==> config.mk <==
export PLATFORM = sky130hd
export DESIGN_NAME = acc_compute_ctrl
export DESIGN_NICKNAME = d
export VERILOG_FILES = /design/src/logic/acc_pkg.sv /design/src/logic/acc_compute_ctrl.sv
export SDC_FILE = /design/constraint.sdc
export NUM_CORES = 1
export LEC_CHECK = 0
export CAP_MARGIN = 25
export CORE_UTILIZATION = 45
export DETAILED_ROUTE_END_ITERATION = 10
export DONT_BUFFER_PORTS = 1
export SLEW_MARGIN = 15
export SYNTH_ARGS = -nofsm -noshare
export SYNTH_HDL_FRONTEND = slang
export SYNTH_SLANG_ARGS = --single-unit
==> constraint.sdc <==
create_clock -name clk_i -period 13.2 [get_ports clk_i]
set_input_delay 2.64 -clock clk_i [delete_from_list [all_inputs] [get_ports clk_i]]
set_output_delay 2.64 -clock clk_i [all_outputs]
set_load 0.02 [all_outputs]
==> src/logic/acc_pkg.sv <==
// Purpose: shared constants and types of the computation control block
// Assumes: registers are reached as word indices; byte address = 4 * index
// Notes:   timing counts are in conversion clock ticks of 4 system clock cycles at 250 MHz
package acc_pkg;
  // ---------------------------------------------------------------
  // register indices (byte address is four times the index)
  // ---------------------------------------------------------------
  localparam logic [11:0] IDX_PRE_SAMPLE = 12'hF54;
  localparam logic [11:0] IDX_ACC_MODE   = 12'hF55;
  localparam logic [11:0] IDX_THR_CTRL   = 12'hF56;
  localparam logic [11:0] IDX_PRE_COUNT  = 12'hF59;
  localparam logic [11:0] IDX_CONV_CTRL  = 12'hF5B;
  localparam logic [11:0] IDX_PREV       = 12'hF5C;
  localparam logic [11:0] IDX_RESULT     = 12'hF5E;
  localparam logic [11:0] IDX_STATUS     = 12'hF60;
  localparam logic [11:0] IDX_RPT        = 12'hF61;
  localparam logic [11:0] IDX_CNT        = 12'hF62;
  localparam logic [11:0] IDX_LOWER      = 12'hF65;
  localparam logic [11:0] IDX_UPPER      = 12'hF67;
  localparam logic [11:0] IDX_ERROR      = 12'hF69;
  localparam logic [11:0] IDX_ACCUM      = 12'hF6B;
  localparam logic [11:0] IDX_FILTER     = 12'hF6D;
  // ---------------------------------------------------------------
  // field positions
  // ---------------------------------------------------------------
  localparam int PS_PPOL  = 7;
  localparam int PS_IPEN  = 6;
  localparam int PS_GPOL  = 5;
  localparam int PS_DSEN  = 0;
  localparam int AM_PSIS  = 7;
  localparam int AM_CRS   = 4;
  localparam int AM_ACLR  = 3;
  localparam int AM_MD    = 0;
  localparam int TC_CALC  = 4;
  localparam int TC_SOI   = 3;
  localparam int TC_TMD   = 0;
  localparam int ST_AOV   = 7;
  localparam int ST_UTHR  = 6;
  localparam int ST_LTHR  = 5;
  localparam int ST_MATH  = 4;
  localparam int ST_TIF   = 3;
  localparam int CC_CONT  = 6;
  localparam int CC_CS    = 4;
  localparam int CC_GO    = 0;
  // ---------------------------------------------------------------
  // reset values
  // ---------------------------------------------------------------
  localparam logic [7:0]  RST_BYTE = 8'h00;
  localparam logic [15:0] RST_WORD = 16'h0000;
  // ---------------------------------------------------------------
  // timing: conversion clock and acquisition length
  // ---------------------------------------------------------------
  localparam int CONV_CLK_NS  = 16;
  localparam int SYS_CLK_NS   = 4;
  localparam int CONV_DIV     = CONV_CLK_NS / SYS_CLK_NS;
  localparam int ACQ_TICKS    = 2;
  // ---------------------------------------------------------------
  // encodings
  // ---------------------------------------------------------------
  localparam logic [2:0] MD_BASIC = 3'h0;
  localparam logic [2:0] MD_ACCUM = 3'h1;
  localparam logic [2:0] MD_AVG   = 3'h2;
  localparam logic [2:0] MD_BURST = 3'h3;
  localparam logic [2:0] MD_LPF   = 3'h4;
  typedef enum logic [1:0] {ST_IDLE, ST_PRE, ST_ACQ, ST_CONV} acc_stage_t;
endpackage

==> src/logic/acc_compute_ctrl.sv <==
// Purpose: control and status of the ADC computation stage, classic Wishbone slave
// Assumes: analog core answers each conversion with conv_done_i and conv_data_i
// Notes:   error value and its overflow come from an external error calculator
//
// Implementation choice: the Wishbone slave port.
`timescale 1ns/10ps
module acc_compute_ctrl (
  input  wire logic        clk_i,          // system clock, 250 MHz
  input  wire logic        rst_i,          // synchronous reset, active high
  input  wire logic        wb_cyc_i,       // wishbone cycle
  input  wire logic        wb_stb_i,       // wishbone strobe
  input  wire logic        wb_we_i,        // wishbone write enable
  input  wire logic [31:0] wb_adr_i,       // wishbone byte address
  input  wire logic [3:0]  wb_sel_i,       // wishbone byte enables
  input  wire logic [31:0] wb_dat_i,       // wishbone write data
  output logic      [31:0] wb_dat_o,       // wishbone read data
  output logic             wb_ack_o,       // wishbone acknowledge
  input  wire logic        conv_done_i,    // analog core finished a conversion
  input  wire logic [9:0]  conv_data_i,    // conversion data, stable with done
  input  wire logic [15:0] error_value_i,  // signed error from error calculator
  input  wire logic        error_ovf_i,    // error calculation overflowed
  output logic             precharge_o,    // precharge stage active
  output logic             pre_drive_hi_o, // 1 short to analog supply, 0 to ground
  output logic             guard_o,        // guard ring level
  output logic             acquire_o,      // acquisition stage active
  output logic             convert_o,      // conversion stage active
  output logic [2:0]       err_calc_mode_o,// error calculation mode
  output logic             thr_flag_o      // threshold interrupt flag level
);
  // ---------------------------------------------------------------
  // registers
  // ---------------------------------------------------------------
  localparam logic [7:0]  RST_BYTE_F = acc_pkg::RST_BYTE;
  localparam logic [15:0] RST_WORD_F = acc_pkg::RST_WORD;
  logic [7:0]  pre_sample_reg, acc_mode_reg, thr_ctrl_reg, pre_count_reg;
  logic [7:0]  rpt_reg, cnt_reg;
  logic        cont_reg, clk_src_reg, go_reg;
  logic        aov_reg, math_reg, tif_reg;
  logic [15:0] lower_reg, upper_reg, prev_reg, result_reg, filter_reg;
  logic [17:0] accum_reg;
  logic        clr_busy_reg;
  acc_pkg::acc_stage_t stage_reg;
  logic        second_reg;
  logic [7:0]  tick_cnt_reg;
  logic [$clog2(acc_pkg::CONV_DIV)-1:0] div_reg;
  logic        tick;
  logic        done_s1_reg, done_s2_reg, done_s3_reg, done_evt;

  // ---------------------------------------------------------------
  // bus decode
  // ---------------------------------------------------------------
  logic        req, wr, hit_high;
  logic [11:0] idx;
  logic [7:0]  wbyte;
  assign req      = wb_cyc_i & wb_stb_i & ~wb_ack_o;
  assign wr       = req & wb_we_i & wb_sel_i[0];
  assign hit_high = wb_sel_i[1];
  assign idx      = wb_adr_i[13:2];
  assign wbyte    = wb_dat_i[7:0];

  // ---------------------------------------------------------------
  // field views
  // ---------------------------------------------------------------
  logic       ppol, ipen, gpol, dsen, psis;
  logic [2:0] crs, mode, tmd;
  logic       soi;
  assign ppol = pre_sample_reg[acc_pkg::PS_PPOL];
  assign ipen = pre_sample_reg[acc_pkg::PS_IPEN];
  assign gpol = pre_sample_reg[acc_pkg::PS_GPOL];
  assign dsen = pre_sample_reg[acc_pkg::PS_DSEN];
  assign psis = acc_mode_reg[acc_pkg::AM_PSIS];
  assign crs  = acc_mode_reg[acc_pkg::AM_CRS +: 3];
  assign mode = acc_mode_reg[acc_pkg::AM_MD +: 3];
  assign tmd  = thr_ctrl_reg[acc_pkg::TC_TMD +: 3];
  assign soi  = thr_ctrl_reg[acc_pkg::TC_SOI];

  // ---------------------------------------------------------------
  // conversion clock enable and done synchroniser
  // ---------------------------------------------------------------
  always_ff @(posedge clk_i) begin
    if (rst_i || div_reg == ($clog2(acc_pkg::CONV_DIV))'(acc_pkg::CONV_DIV - 1)) begin
      div_reg <= '0;
    end else begin
      div_reg <= div_reg + 1'b1;
    end
  end
  assign tick = (div_reg == '0);

  // done crosses from the analog core, the second and third stages give its rising edge
  always_ff @(posedge clk_i) begin
    if (rst_i) begin
      done_s1_reg <= 1'b0;
      done_s2_reg <= 1'b0;
      done_s3_reg <= 1'b0;
    end else begin
      done_s1_reg <= conv_done_i;
      done_s2_reg <= done_s1_reg;
      done_s3_reg <= done_s2_reg;
    end
  end
  assign done_evt = done_s2_reg & ~done_s3_reg;

  // ---------------------------------------------------------------
  // stage sequencer
  // ---------------------------------------------------------------
  logic conv_end, pair_end, start_evt;
  assign conv_end  = (stage_reg == acc_pkg::ST_CONV) && done_evt;
  assign pair_end  = conv_end && (!dsen || second_reg);
  assign start_evt = (stage_reg == acc_pkg::ST_IDLE) && go_reg && !clr_busy_reg;

  always_ff @(posedge clk_i) begin
    if (rst_i) begin
      stage_reg    <= acc_pkg::ST_IDLE;
      second_reg   <= 1'b0;
      tick_cnt_reg <= RST_BYTE_F;
    end else begin
      case (stage_reg)
        acc_pkg::ST_IDLE: begin
          second_reg <= 1'b0;
          if (start_evt) begin
            tick_cnt_reg <= pre_count_reg;
            stage_reg    <= (pre_count_reg != 8'h00) ? acc_pkg::ST_PRE
                                                      : acc_pkg::ST_ACQ;
            if (pre_count_reg == 8'h00) begin
              tick_cnt_reg <= 8'(acc_pkg::ACQ_TICKS);
            end
          end
        end
        acc_pkg::ST_PRE: begin
          if (tick) begin
            if (tick_cnt_reg == 8'h01) begin
              stage_reg    <= acc_pkg::ST_ACQ;
              tick_cnt_reg <= 8'(acc_pkg::ACQ_TICKS);
            end else begin
              tick_cnt_reg <= tick_cnt_reg - 8'h01;
            end
          end
        end
        acc_pkg::ST_ACQ: begin
          if (tick) begin
            if (tick_cnt_reg == 8'h01) begin
              stage_reg <= acc_pkg::ST_CONV;
            end else begin
              tick_cnt_reg <= tick_cnt_reg - 8'h01;
            end
          end
        end
        acc_pkg::ST_CONV: begin
          if (done_evt) begin
            if (dsen && !second_reg) begin
              second_reg   <= 1'b1;
              tick_cnt_reg <= pre_count_reg;
              stage_reg    <= (pre_count_reg != 8'h00) ? acc_pkg::ST_PRE
                                                        : acc_pkg::ST_ACQ;
              if (pre_count_reg == 8'h00) begin
                tick_cnt_reg <= 8'(acc_pkg::ACQ_TICKS);
              end
            end else begin
              stage_reg <= acc_pkg::ST_IDLE;
            end
          end
        end
        default: stage_reg <= acc_pkg::ST_IDLE;
      endcase
    end
  end

  // ---------------------------------------------------------------
  // analog-facing outputs
  // ---------------------------------------------------------------
  logic inv;
  assign inv = dsen && ipen && second_reg;
  always_ff @(posedge clk_i) begin
    if (rst_i) begin
      precharge_o    <= 1'b0;
      pre_drive_hi_o <= 1'b0;
      guard_o        <= 1'b0;
      acquire_o      <= 1'b0;
      convert_o      <= 1'b0;
    end else begin
      precharge_o    <= (stage_reg == acc_pkg::ST_PRE);
      pre_drive_hi_o <= (stage_reg == acc_pkg::ST_PRE) && (ppol ^ inv);
      guard_o        <= gpol ^ inv;
      acquire_o      <= (stage_reg == acc_pkg::ST_ACQ);
      convert_o      <= (stage_reg == acc_pkg::ST_CONV);
    end
  end

  // ---------------------------------------------------------------
  // computation
  // ---------------------------------------------------------------
  logic        cnt_mode, thr_hit, above, below, irq_cond;
  logic [17:0] sample18, acc_sum, lpf_next;
  logic [18:0] acc_wide;
  logic [7:0]  cnt_next;
  assign cnt_mode = (mode == acc_pkg::MD_AVG) || (mode == acc_pkg::MD_BURST)
                    || (mode == acc_pkg::MD_LPF);
  assign sample18 = {8'h00, conv_data_i};
  // averaging restarts after the count that closed the previous average
  assign acc_wide = {1'b0, ((mode == acc_pkg::MD_AVG || mode == acc_pkg::MD_BURST)
                     && cnt_reg >= rpt_reg && rpt_reg != 8'h00) ? 18'h0 : accum_reg}
                    + {1'b0, sample18};
  assign acc_sum  = acc_wide[17:0];
  assign lpf_next = accum_reg - (accum_reg >> crs) + sample18;
  assign cnt_next = (cnt_reg >= rpt_reg) ? 8'h01 : cnt_reg + 8'h01;
  assign thr_hit  = pair_end && mode != acc_pkg::MD_BASIC
                    && (!cnt_mode || cnt_next >= rpt_reg);
  assign above    = $signed(error_value_i) > $signed(upper_reg);
  assign below    = $signed(error_value_i) < $signed(lower_reg);

  always_comb begin
    case (tmd)
      3'h7:    irq_cond = 1'b1;
      3'h6:    irq_cond = above;
      3'h5:    irq_cond = !above;
      3'h4:    irq_cond = below || above;
      3'h3:    irq_cond = $signed(error_value_i) > $signed(lower_reg) && !above
                          && $signed(error_value_i) != $signed(upper_reg);
      3'h2:    irq_cond = !below;
      3'h1:    irq_cond = below;
      default: irq_cond = 1'b0;
    endcase
  end

  always_ff @(posedge clk_i) begin
    if (rst_i) begin
      accum_reg  <= 18'h0;
      filter_reg <= RST_WORD_F;
      result_reg <= RST_WORD_F;
    end else begin
      if (conv_end) begin
        result_reg <= {6'h00, conv_data_i};
      end
      if (clr_busy_reg && tick) begin
        accum_reg <= 18'h0;
      end else if (pair_end) begin
        case (mode)
          acc_pkg::MD_ACCUM, acc_pkg::MD_AVG, acc_pkg::MD_BURST: begin
            accum_reg  <= acc_sum;
            filter_reg <= 16'(acc_sum >> crs);
          end
          acc_pkg::MD_LPF: begin
            accum_reg  <= lpf_next;
            filter_reg <= 16'(lpf_next >> crs);
          end
          default: ;
        endcase
      end
    end
  end

  // previous value captured when the conversion starts
  always_ff @(posedge clk_i) begin
    if (rst_i) begin
      prev_reg <= RST_WORD_F;
    end else if (start_evt) begin
      prev_reg <= psis ? filter_reg : result_reg;
    end
  end

  // ---------------------------------------------------------------
  // control registers
  // ---------------------------------------------------------------
  always_ff @(posedge clk_i) begin
    if (rst_i) begin
      pre_sample_reg <= RST_BYTE_F;
      acc_mode_reg   <= RST_BYTE_F;
      thr_ctrl_reg   <= RST_BYTE_F;
      pre_count_reg  <= RST_BYTE_F;
      rpt_reg        <= RST_BYTE_F;
      lower_reg      <= RST_WORD_F;
      upper_reg      <= RST_WORD_F;
      cont_reg       <= 1'b0;
      clk_src_reg    <= 1'b0;
    end else if (wr) begin
      case (idx)
        acc_pkg::IDX_PRE_SAMPLE: pre_sample_reg <= wbyte & 8'hE1;
        acc_pkg::IDX_ACC_MODE:   acc_mode_reg   <= wbyte & 8'hF7;
        acc_pkg::IDX_THR_CTRL:   thr_ctrl_reg   <= wbyte & 8'h7F;
        acc_pkg::IDX_PRE_COUNT:  pre_count_reg  <= wbyte;
        acc_pkg::IDX_RPT:        rpt_reg        <= wbyte;
        acc_pkg::IDX_LOWER:      lower_reg      <= {hit_high ? wb_dat_i[15:8]
                                                   : lower_reg[15:8], wbyte};
        acc_pkg::IDX_UPPER:      upper_reg      <= {hit_high ? wb_dat_i[15:8]
                                                   : upper_reg[15:8], wbyte};
        acc_pkg::IDX_CONV_CTRL: begin
          cont_reg    <= wbyte[acc_pkg::CC_CONT];
          clk_src_reg <= wbyte[acc_pkg::CC_CS];
        end
        default: ;
      endcase
    end
  end

  // go: software start or stop; hardware clears or retriggers after each pair
  logic stop_hw;
  assign stop_hw = pair_end && (!cont_reg || (soi && thr_hit && irq_cond));
  always_ff @(posedge clk_i) begin
    if (rst_i) begin
      go_reg <= 1'b0;
    end else if (wr && idx == acc_pkg::IDX_CONV_CTRL) begin
      go_reg <= wbyte[acc_pkg::CC_GO];
    end else if (stop_hw) begin
      go_reg <= 1'b0;
    end
  end

  // clearing waits for a conversion clock tick so it takes one to four system cycles
  always_ff @(posedge clk_i) begin
    if (rst_i) begin
      clr_busy_reg <= 1'b0;
    end else if (clr_busy_reg && tick) begin
      clr_busy_reg <= 1'b0;
    end else if (wr && idx == acc_pkg::IDX_ACC_MODE && wbyte[acc_pkg::AM_ACLR]) begin
      clr_busy_reg <= 1'b1;
    end
  end

  always_ff @(posedge clk_i) begin
    if (rst_i) begin
      cnt_reg <= RST_BYTE_F;
    end else if (clr_busy_reg && tick) begin
      cnt_reg <= 8'h00;
    end else if (pair_end && cnt_mode) begin
      cnt_reg <= cnt_next;
    end else if (wr && idx == acc_pkg::IDX_CNT) begin
      cnt_reg <= wbyte;
    end
  end

  // ---------------------------------------------------------------
  // status flags: hardware set wins over a software clear
  // ---------------------------------------------------------------
  logic ovf_evt, upd_evt, clr_stat;
  assign ovf_evt  = (pair_end && mode != acc_pkg::MD_BASIC
                     && (acc_wide[18] || error_ovf_i));
  assign upd_evt  = pair_end && mode != acc_pkg::MD_BASIC;
  assign clr_stat = wr && idx == acc_pkg::IDX_STATUS;
  always_ff @(posedge clk_i) begin
    if (rst_i) begin
      aov_reg  <= 1'b0;
      math_reg <= 1'b0;
      tif_reg  <= 1'b0;
    end else begin
      if (ovf_evt) begin
        aov_reg <= 1'b1;
      end else if (clr_busy_reg && tick) begin
        aov_reg <= 1'b0;
      end else if (clr_stat && wbyte[acc_pkg::ST_AOV]) begin
        aov_reg <= 1'b0;
      end
      if (upd_evt) begin
        math_reg <= 1'b1;
      end else if (clr_stat && wbyte[acc_pkg::ST_MATH]) begin
        math_reg <= 1'b0;
      end
      if (thr_hit && irq_cond) begin
        tif_reg <= 1'b1;
      end else if (clr_stat && wbyte[acc_pkg::ST_TIF]) begin
        tif_reg <= 1'b0;
      end
    end
  end

  // stage code is only meaningful while the system clock outruns the RC clock
  logic [2:0] stage_code;
  always_comb begin
    case (stage_reg)
      acc_pkg::ST_PRE:  stage_code = {second_reg, 2'h1};
      acc_pkg::ST_ACQ:  stage_code = {second_reg, 2'h2};
      acc_pkg::ST_CONV: stage_code = {second_reg, 2'h3};
      default:          stage_code = 3'h0;
    endcase
  end

  // ---------------------------------------------------------------
  // bus answer, one cycle after the request
  // ---------------------------------------------------------------
  logic [15:0] rdata;
  always_comb begin
    case (idx)
      acc_pkg::IDX_PRE_SAMPLE: rdata = {8'h00, pre_sample_reg};
      acc_pkg::IDX_ACC_MODE:   rdata = {8'h00, acc_mode_reg | {4'h0, clr_busy_reg, 3'h0}};
      acc_pkg::IDX_THR_CTRL:   rdata = {8'h00, thr_ctrl_reg};
      acc_pkg::IDX_PRE_COUNT:  rdata = {8'h00, pre_count_reg};
      acc_pkg::IDX_CONV_CTRL:  rdata = {9'h000, cont_reg, 1'b0, clk_src_reg, 3'h0, go_reg};
      acc_pkg::IDX_PREV:       rdata = prev_reg;
      acc_pkg::IDX_RESULT:     rdata = result_reg;
      acc_pkg::IDX_STATUS:     rdata = {8'h00, aov_reg, above, below, math_reg,
                                        tif_reg, stage_code};
      acc_pkg::IDX_RPT:        rdata = {8'h00, rpt_reg};
      acc_pkg::IDX_CNT:        rdata = {8'h00, cnt_reg};
      acc_pkg::IDX_LOWER:      rdata = lower_reg;
      acc_pkg::IDX_UPPER:      rdata = upper_reg;
      acc_pkg::IDX_ERROR:      rdata = error_value_i;
      acc_pkg::IDX_ACCUM:      rdata = accum_reg[15:0];
      acc_pkg::IDX_FILTER:     rdata = filter_reg;
      default:                 rdata = 16'h0000;
    endcase
  end

  always_ff @(posedge clk_i) begin
    if (rst_i) begin
      wb_ack_o        <= 1'b0;
      wb_dat_o        <= 32'h0000_0000;
      err_calc_mode_o <= 3'h0;
      thr_flag_o      <= 1'b0;
    end else begin
      wb_ack_o        <= req;
      wb_dat_o        <= (req && !wb_we_i) ? {16'h0000, rdata} : 32'h0000_0000;
      err_calc_mode_o <= thr_ctrl_reg[acc_pkg::TC_CALC +: 3];
      thr_flag_o      <= tif_reg;
    end
  end
endmodule

; After elaboration in Yosys (flattened, before gate mapping)
; Cells that the tools add are included.
[op_classes]
shift = 3
reduce_logical = 77
n_lt_le_gt_ge = 5
eq_ne = 40
n_bitwise = 12
add_sub_neg = 6
muxes = 40
[op_table]
columns = op, count
row1 = one-hot mux 16 bit (15 select lines), 1
row2 = "equality test 12 bit, second input constant", 15
row3 = 2-to-1 mux 8 bit, 11
row4 = one-hot mux 18 bit (2 select lines), 1
row5 = right shift 18 x 3 -> 16 bit, 2
row6 = > comparator 16 bit, 2
row7 = one-hot mux 16 bit (2 select lines), 1
row8 = one-hot mux 8 bit (4 select lines), 1
row9 = logical AND 1 bit, 30
row10 = adder 18 x 10 -> 19 bit, 1
row11 = adder 18 x 10 -> 18 bit, 1
row12 = 2-to-1 mux 18 bit, 1
row13 = AND reduction 2 bit, 9
row14 = right shift 18 x 3 -> 18 bit, 1
row15 = subtractor 18 bit, 1
row16 = greater-or-equal comparator 8 bit, 2
row17 = less-than comparator 16 bit, 1
row18 = 2-to-1 mux 16 bit, 1
row19 = 2-to-1 mux 2 bit, 8
row20 = inequality test 16 bit, 1
row21 = nonzero test 8 bit, 2
row22 = "equality test 3 bit, second input constant", 5
row23 = "inequality test 2 bit, second input constant", 7
row24 = "equality test 3 x 2 -> 1 bit, second input constant", 4
row25 = 27 further kinds, 74
[totals]
output_inout_bits = 42
word_cells = 221
input_bits = 101
register_bits = 199

; Longest topological paths before layout
; Gate-level depths: netlist (run 1).
[logic_depth]
ltp_word = 12
ltp_mapped = 20
ltp_nobuf = 18

; Worst setup path before layout (run 1)
; Ideal clock, no wire load.
[synth_path]
path_type = in2reg
from = in conv_data_i[1]
to = reg filter_reg[2]
path_slack_ps = 7511
arrival_ps = 5574
required_time_ps = 13085
n_path_buf = 0
path_stages = 11
setup_ps = 115
cell_sequence = inv_1 > fa_1 > fa_1 > nand2b_1 > a21oi_1 > nor2b_1 > o21ai_0 > xor2_1 > mux4_2 > mux4_2 > o21a_1
[synth_between]
elab_chain_cells = 3
word_cells_on_any_way = 5
classes_between = add/sub: 2 / shift: 2 / mux: 1
[synth_lines]
columns = item, line_no
row1 = start: declaration, acc_compute_ctrl.sv:19  ; input wire logic [9:0] conv_data_i,
row2 = adder 18 x 10 -> 18 bit or adder 18 x 10 -> 19 bit (tied branches), "acc_compute_ctrl.sv:204, acc_compute_ctrl.sv:202"
row3 = right shift 18 x 3 -> 16 bit (on tied branches), "acc_compute_ctrl.sv:244, acc_compute_ctrl.sv:240"
row4 = one-hot mux 16 bit (2 select lines) (*), acc_compute_ctrl.sv:237  ; case (mode)
row5 = end signal: assignment, acc_compute_ctrl.sv:240  ; filter_reg <= 16'(acc_sum >> crs);
row6 = end signal: assignment, acc_compute_ctrl.sv:244  ; filter_reg <= 16'(lpf_next >> crs);
row7 = end: declaration, acc_compute_ctrl.sv:39  ; logic [15:0] lower_reg, upper_reg, prev_reg, result_reg, filter_reg;
; Every way passes the cells marked *; elsewhere a longest branch is shown, timed or not.
; A chain may end at the register's enable or synchronous reset.

; Worst setup path after layout (run 1)
[layout_path]
from = in conv_data_i[3]
to = reg filter_reg[10]
; Same word-level chain as after synthesis.

==> out/metrics.yaml, run 1 <==
run_status:
  status: "completed"
grt:
  antenna_found_initial: 2
  track_usage_pct: 28.7
  grt_start_max_net_pins: 149
  grt_pass1_wl_um: 64200
  overflow: 0
  grt_pass1_vias: 11100
setup_path:
  cp-start-kind: "input port"
  worstSetupPathType: "input port to register"
  critPathTopFamily: "compound AO/OA/AOI/OAI gates"
  required_ns: 13.52
  max_stage_delay_ns: 0.60
  worst_setup_path_end_kind: "register"
  crit_buf_inv: 2
  cp_max_fo: 5
  cp.arrival_ns: 6.02
  path_cells: "inv_1 > fa_1 > inv_1 > ha_1 > a21o_1 > a21oi_1 > a21oi_1 > nor4_1 > nor4_1 > a211oi_1 > nand2_1 > a22oi_1 > o221ai_1"
  crit_slowest_cell: "nor4_1"
cells_and_area:
  seqCellArea_mm2: 0.00366
  nets: 1776
  largest_reg_flops: 18
  syn_to_final_growth_pct: 6.59
  multiInputGateArea_mm2: 0.00833
  drive_gt1_share_pct: 6.19
  fillerInstances: 2799
  final_core_util_pct: 49.0
clock_tree:
  cts.repair.resized: 0
  htree_levels: 4
  clk_pin_slew_ns: 0.07
  tritoncts: "done"
  cts_root_buf: "clkbuf_16"
  cts_made_buffers: 17
  postCtsHoldBufs: 0
  worstSkewPairLatency_ns: 0.46
  cts_sinks: 183
  ctsLongestPathBuffers: 2
  cts_setup_buffers: 0
placement:
  io_buffer_count: 0
  hpwl_um: 30500
  gp_congestion: 0.892
logic_synthesis:
  syn_area_per_cell_um2: 7.84
  synth_warnings: 0
  synth_cells: 1633
  ys_ff_latch: 183
  seq_area_frac_synth_pct: 28.6
  async_flop_share_pct: 0
  synth_cell_types: 80
  netlist_top_cells_count: "183 x dfxtp_1, 179 x nand2_1, 151 x a21oi_1, 145 x nor2_1, 101 x inv_1"
  synth_top_area_share_pct: 28.6
  synth_edf_count: 0
  synth_top_area_cell: "dfxtp_1"
  syn-cell-area_mm2: 0.0128
  synth.most_common_cell: "dfxtp_1"
  ys.flop_type: "dfxtp_1"
  synth_area_leaders: "dfxtp_1 29%, ha_1 9.1%, a21oi_1 5.9%"
power:
  swShare_pct: 28.1
  p_int_mw: 0.906
  switchingPower_mw: 0.354
  ir_worst_vdd_v: 0.0000648
  pwr-share-clk_pct: 42.9
  p_leak_nw: 4.98
  power_per_cell_area_mw_per_mm2: 92.4
  combPwrFrac_pct: 11.9
  power_frac_seq_pct: 45.1
sta:
  worst_pin_slew_ns: 1.03
  final_hold_viol_count: 0
  fin_tns_setup_ns: 0
  relSlewSlack_pct: 31.1
  finClkSkew_ns: 0.0176
  max_freq_mhz: 175
  setup_violations: 0
  maxSlewViolCount: 0
  post-route-period-util_pct: 43.2
  fin_crit_ns: 5.70
  rsz0062_at_grt: "no"
detailed_routing:
  viasPerCell: 6.13
  drt_iter0_drc: 1375
  drc: 0
  ant_nets: 0
  wl_per_cell_um: 21.2
  finalWirelength_um: 41600
  firstDrtPassIters: 9
  vias: 12000
floorplanning:
  die_y_um: 171
  ios: 143
  rows: 61
  dieArea_mm2: 0.0291
  die_w_um: 171
  core_area_mm2: 0.0279
  start_util_pct: 46.0
min_path:
  min_path_type: "register to register"
job:
  maxCapViolCount: 0
[final timing paths]
| path | from | endpoint | slack (ns) | cells after the start |
|---|---|---|---|---|
| worst max register to register | cnt_reg[0] | filter_reg[10] | 8.02 | 17 |
| worst min-delay path | div_reg[0] | div_reg[0] | 0.45 | 1 |
| worst min register to register | div_reg[0] | div_reg[0] | 0.45 | 1 |
| worst max-delay path | conv_data_i[3] | filter_reg[10] | 7.50 | 13 |
[routing by layer]
layer | up-vias | track usage, % | share of wire (%)
li1 | 5759 | - | -
met2 | 503 | 45.3 | 45
met1 | 5728 | 40.5 | 45
met4 | 0 | 8.23 | 1.9
met3 | 51 | 4.14 | 7.9
met5 | - | 0 | 0
[power by group through the flow]
stage	clock network, mW	logic [mW]	registers (mW)
2_1_floorplan	0	0.128	0.580
3_3_place_gp	0	0.145	0.582
3_5_place_dp	0	0.148	0.582
4_1_cts	0.546	0.149	0.569
5_1_grt	0.567	0.169	0.570
6_report	0.541	0.150	0.569
[cell families after synthesis]
kind of cell | after synthesis | synth area share (%)
xor+xnor | 34 | 2.33
compound gates | 461 | 24.1
flops | 183 | 28.6
mux | 77 | 6.88
fa+ha+maj | 104 | 10.8
other cells | 1 | 0.0293
simple gates | 550 | 20.1
buf+inv | 223 | 7.06
[placed cells by master (no fill, tap or decap), types with 17 or more instances in the layout]
cell / count
dfxtp_1: 183
nand2_1: 179
a21oi_1: 151
nor2_1: 145
inv_1: 101
ha_1: 93
nand3_1: 77
mux2i_1: 61
o21ai_0: 56
a211oi_1: 48
a22oi_1: 32
buf_4: 22
a222oi_1: 20
nor3_1: 18
nor2b_1: 18
xnor2_1: 18
nand2b_1: 17
clkbuf_16: 17
[cell type report]
cell class / count / share of cell area (%)
Antenna cell: 1 / 0.0183
Sequential cell: 183 / 26.9
Clock buffer: 17 / 3.12
Clock inverter: 15 / 1.37
Multi-Input combinational cell: 1242 / 61.0
Inverter: 104 / 2.86
Timing Repair Buffer: 23 / 1.29
Tap cell: 378 / 3.47
[stage by stage]
stage	instances	hold slack [ns]	cell area (µm²)	power, mW	worst slack, ns
3_3_place_gp	1926	0.433	13000	0.727	7.13
4_1_cts	1961	0.451	13600	1.26	7.51
6_report	1963	0.451	13600	1.26	7.50
5_1_grt	1963	0.467	13600	1.31	7.15
3_5_place_dp	1929	0.442	13000	0.730	7.04
2_1_floorplan	1648	0.414	12900	0.709	7.51
[worst reg2reg max path, stage by stage, from the launching register on]
cell and delay [ns]:
dfxtp_1 0.43, inv_1 0.17, ha_1 0.29, nand2b_1 0.14, a2111oi_0 0.65, o31ai_2 0.25
buf_4 0.27, a21oi_1 0.17, ha_1 0.29, a2111oi_0 0.38, o21ai_1 0.22, a41oi_4 0.38
or3_1 0.16, a21boi_0 0.09, a211oi_1 0.52, mux2i_1 0.24, a22oi_1 0.26, o221ai_1 0.16
No activity file was read; power rests on OpenSTA's default activity.
==> inputs of run 2 (changes only) <==
==> constraint.sdc (replaced) <==
create_clock -name clk_i -period 5 [get_ports clk_i]
set_input_delay 1 -clock clk_i [delete_from_list [all_inputs] [get_ports clk_i]]
set_output_delay 1 -clock clk_i [all_outputs]
set_load 0.02 [all_outputs]
==> out/metrics.yaml, run 2 (synthesis results as in run 1) <==
setup_path:
  crit_slowest_cell: "mux4_2"
  cpMostUsedCell: "mux4_2"
  max_stage_delay_ns: 0.54
  worstSetupPathType: "register to register"
  cp.arrival_ns: 5.04
  worst_setup_path_end_kind: "register"
  crit_buf_inv: 1
  path_cells: "buf_4 > mux4_2 > nor2_1 > a21oi_1 > fa_1 > fa_1 > nand2b_1 > a21oi_1 > nor2b_1 > o21ai_0 > xor2_1 > mux4_2 > mux4_2 > o21a_1"
  cp_max_fo: 6
  critPathTopFamily: "multiplexers"
  required_ns: 5.34
  cp-start-kind: "register"
detailed_routing:
  drc: 0
  drt_iter0_drc: 1267
  finalWirelength_um: 42100
  wl_per_cell_um: 21.2
  ant_nets: 0
  vias: 12100
  firstDrtPassIters: 6
  viasPerCell: 6.12
floorplanning:
  dieArea_mm2: 0.0291
  die_w_um: 171
  start_util_pct: 46.0
  ios: 143
  rows: 61
  die_y_um: 171
  core_area_mm2: 0.0279
sta:
  relSlewSlack_pct: 30.4
  max_freq_mhz: 213
  worst_pin_slew_ns: 1.04
  post-route-period-util_pct: 93.9
  final_hold_viol_count: 0
  rsz0062_at_grt: "no"
  finClkSkew_ns: 0.00938
  fin_tns_setup_ns: 0
  maxSlewViolCount: 0
  fin_crit_ns: 4.70
  setup_violations: 0
cells_and_area:
  final_core_util_pct: 49.5
  final_cell_mix: "183 x dfxtp_1, 179 x nand2_1, 151 x a21oi_1"
  largest_reg_flops: 18
  layout_commonest_cell: "dfxtp_1"
  fin_cells: 1982
  nets: 1795
  drive_gt1_share_pct: 7.49
  syn_to_final_growth_pct: 7.73
clock_tree:
  worstSkewPairLatency_ns: 0.45
  htree_levels: 4
  tritoncts: "done"
  postCtsHoldBufs: 0
  cts_made_buffers: 17
  ctsLongestPathBuffers: 2
  cts_root_buf: "clkbuf_16"
  cts_sinks: 183
  clk_pin_slew_ns: 0.07
power:
  power_per_cell_area_mw_per_mm2: 234
  ir_worst_vdd_v: 0.000194
  p_leak_nw: 5.07
grt:
  antenna_found_initial: 1
  grt_start_max_net_pins: 149
  track_usage_pct: 29.4
  grt_pass1_vias: 11300
  grt_pass1_wl_um: 65300
  overflow: 0
placement:
  io_buffer_count: 0
  hpwl_um: 30900
  gp_congestion: 0.901
  place_inst: 1945
run_status:
  status: "completed"
min_path:
  min_path_type: "register to register"
job:
  maxCapViolCount: 0
-- run 2: cell types whose count changed in the layout (fill, tap and decap cells not counted), moves of 3 or more --
cell        before  now
clkinvlp_4       1    4
inv_8            4    0
buf_4           22   39
clkinv_2         1    4
-- run 2: worst register-to-register path, stage by stage, from the launching register on --
cell	delay [ns]
dfxtp_1	0.46
buf_4	0.22
mux4_2	0.51
nor2_1	0.10
a21oi_1	0.07
fa_1	0.51
fa_1	0.45
nand2b_1	0.20
a21oi_1	0.27
nor2b_1	0.11
o21ai_0	0.33
xor2_1	0.19
mux4_2	0.54
mux4_2	0.48
o21a_1	0.18
-- run 2: worst paths after layout --
path	from	end	slack, ns	cells after the start
worst min register to register	done_s1_reg	done_s2_reg	0.45	1
worst max register to register	acc_mode_reg[4]	filter_reg[2]	0.30	14
worst min-delay path	done_s1_reg	done_s2_reg	0.45	1
worst max-delay path	acc_mode_reg[4]	filter_reg[2]	0.30	14
-- run 2: power breakdown --
group | total [mW] | internal, mW | switching [mW] | leakage (nW)
Combinational | 0.399 | 0.155 | 0.244 | 3.32
Sequential | 1.50 | 1.48 | 0.0231 | 1.48
Clock | 1.32 | 0.691 | 0.633 | 0.268
-- run 2: layout make-up --
class,instances,area [µm²]
Fill cell,2784,14100
Multi-Input combinational cell,1242,8340
Sequential cell,183,3660
Tap cell,378,473
Clock buffer,18,429
Inverter,104,394
Timing Repair Buffer,42,360
Clock inverter,14,125
Antenna cell,1,2.50
-- run 2: metal layers --
| layer | wire length (µm) | vias to the layer above | global-route usage [%] |
|---|---|---|---|
| met2 | 18900 | 539 | 46.1 |
| met3 | 3820 | 54 | 4.93 |
| li1 | - | 5786 | - |
| met4 | 803 | 0 | 8.73 |
| met1 | 18600 | 5757 | 41.1 |
| met5 | 0 | - | 0 |
-- run 2: stage by stage --
step | hold WS [ns] | setup slack [ns] | cell area, µm² | total power, mW
floorplan | 0.414 | 0.323 | 12900 | 1.87
global placement | 0.433 | 0.160 | 13100 | 1.92
detailed placement | 0.438 | 0.123 | 13200 | 1.93
CTS | 0.447 | 0.0968 | 13700 | 3.23
global route | 0.459 | 0.0102 | 13800 | 3.35
finish | 0.451 | 0.303 | 13800 | 3.22
-- run 2: repair_timing --
item / 4_1_cts / 5_1_grt
endpoints found under the setup margin: 0 / 16
endpoints found under the hold margin: 0 / 0
buffers inserted: 0 / 3
gates resized for setup: 0 / 8
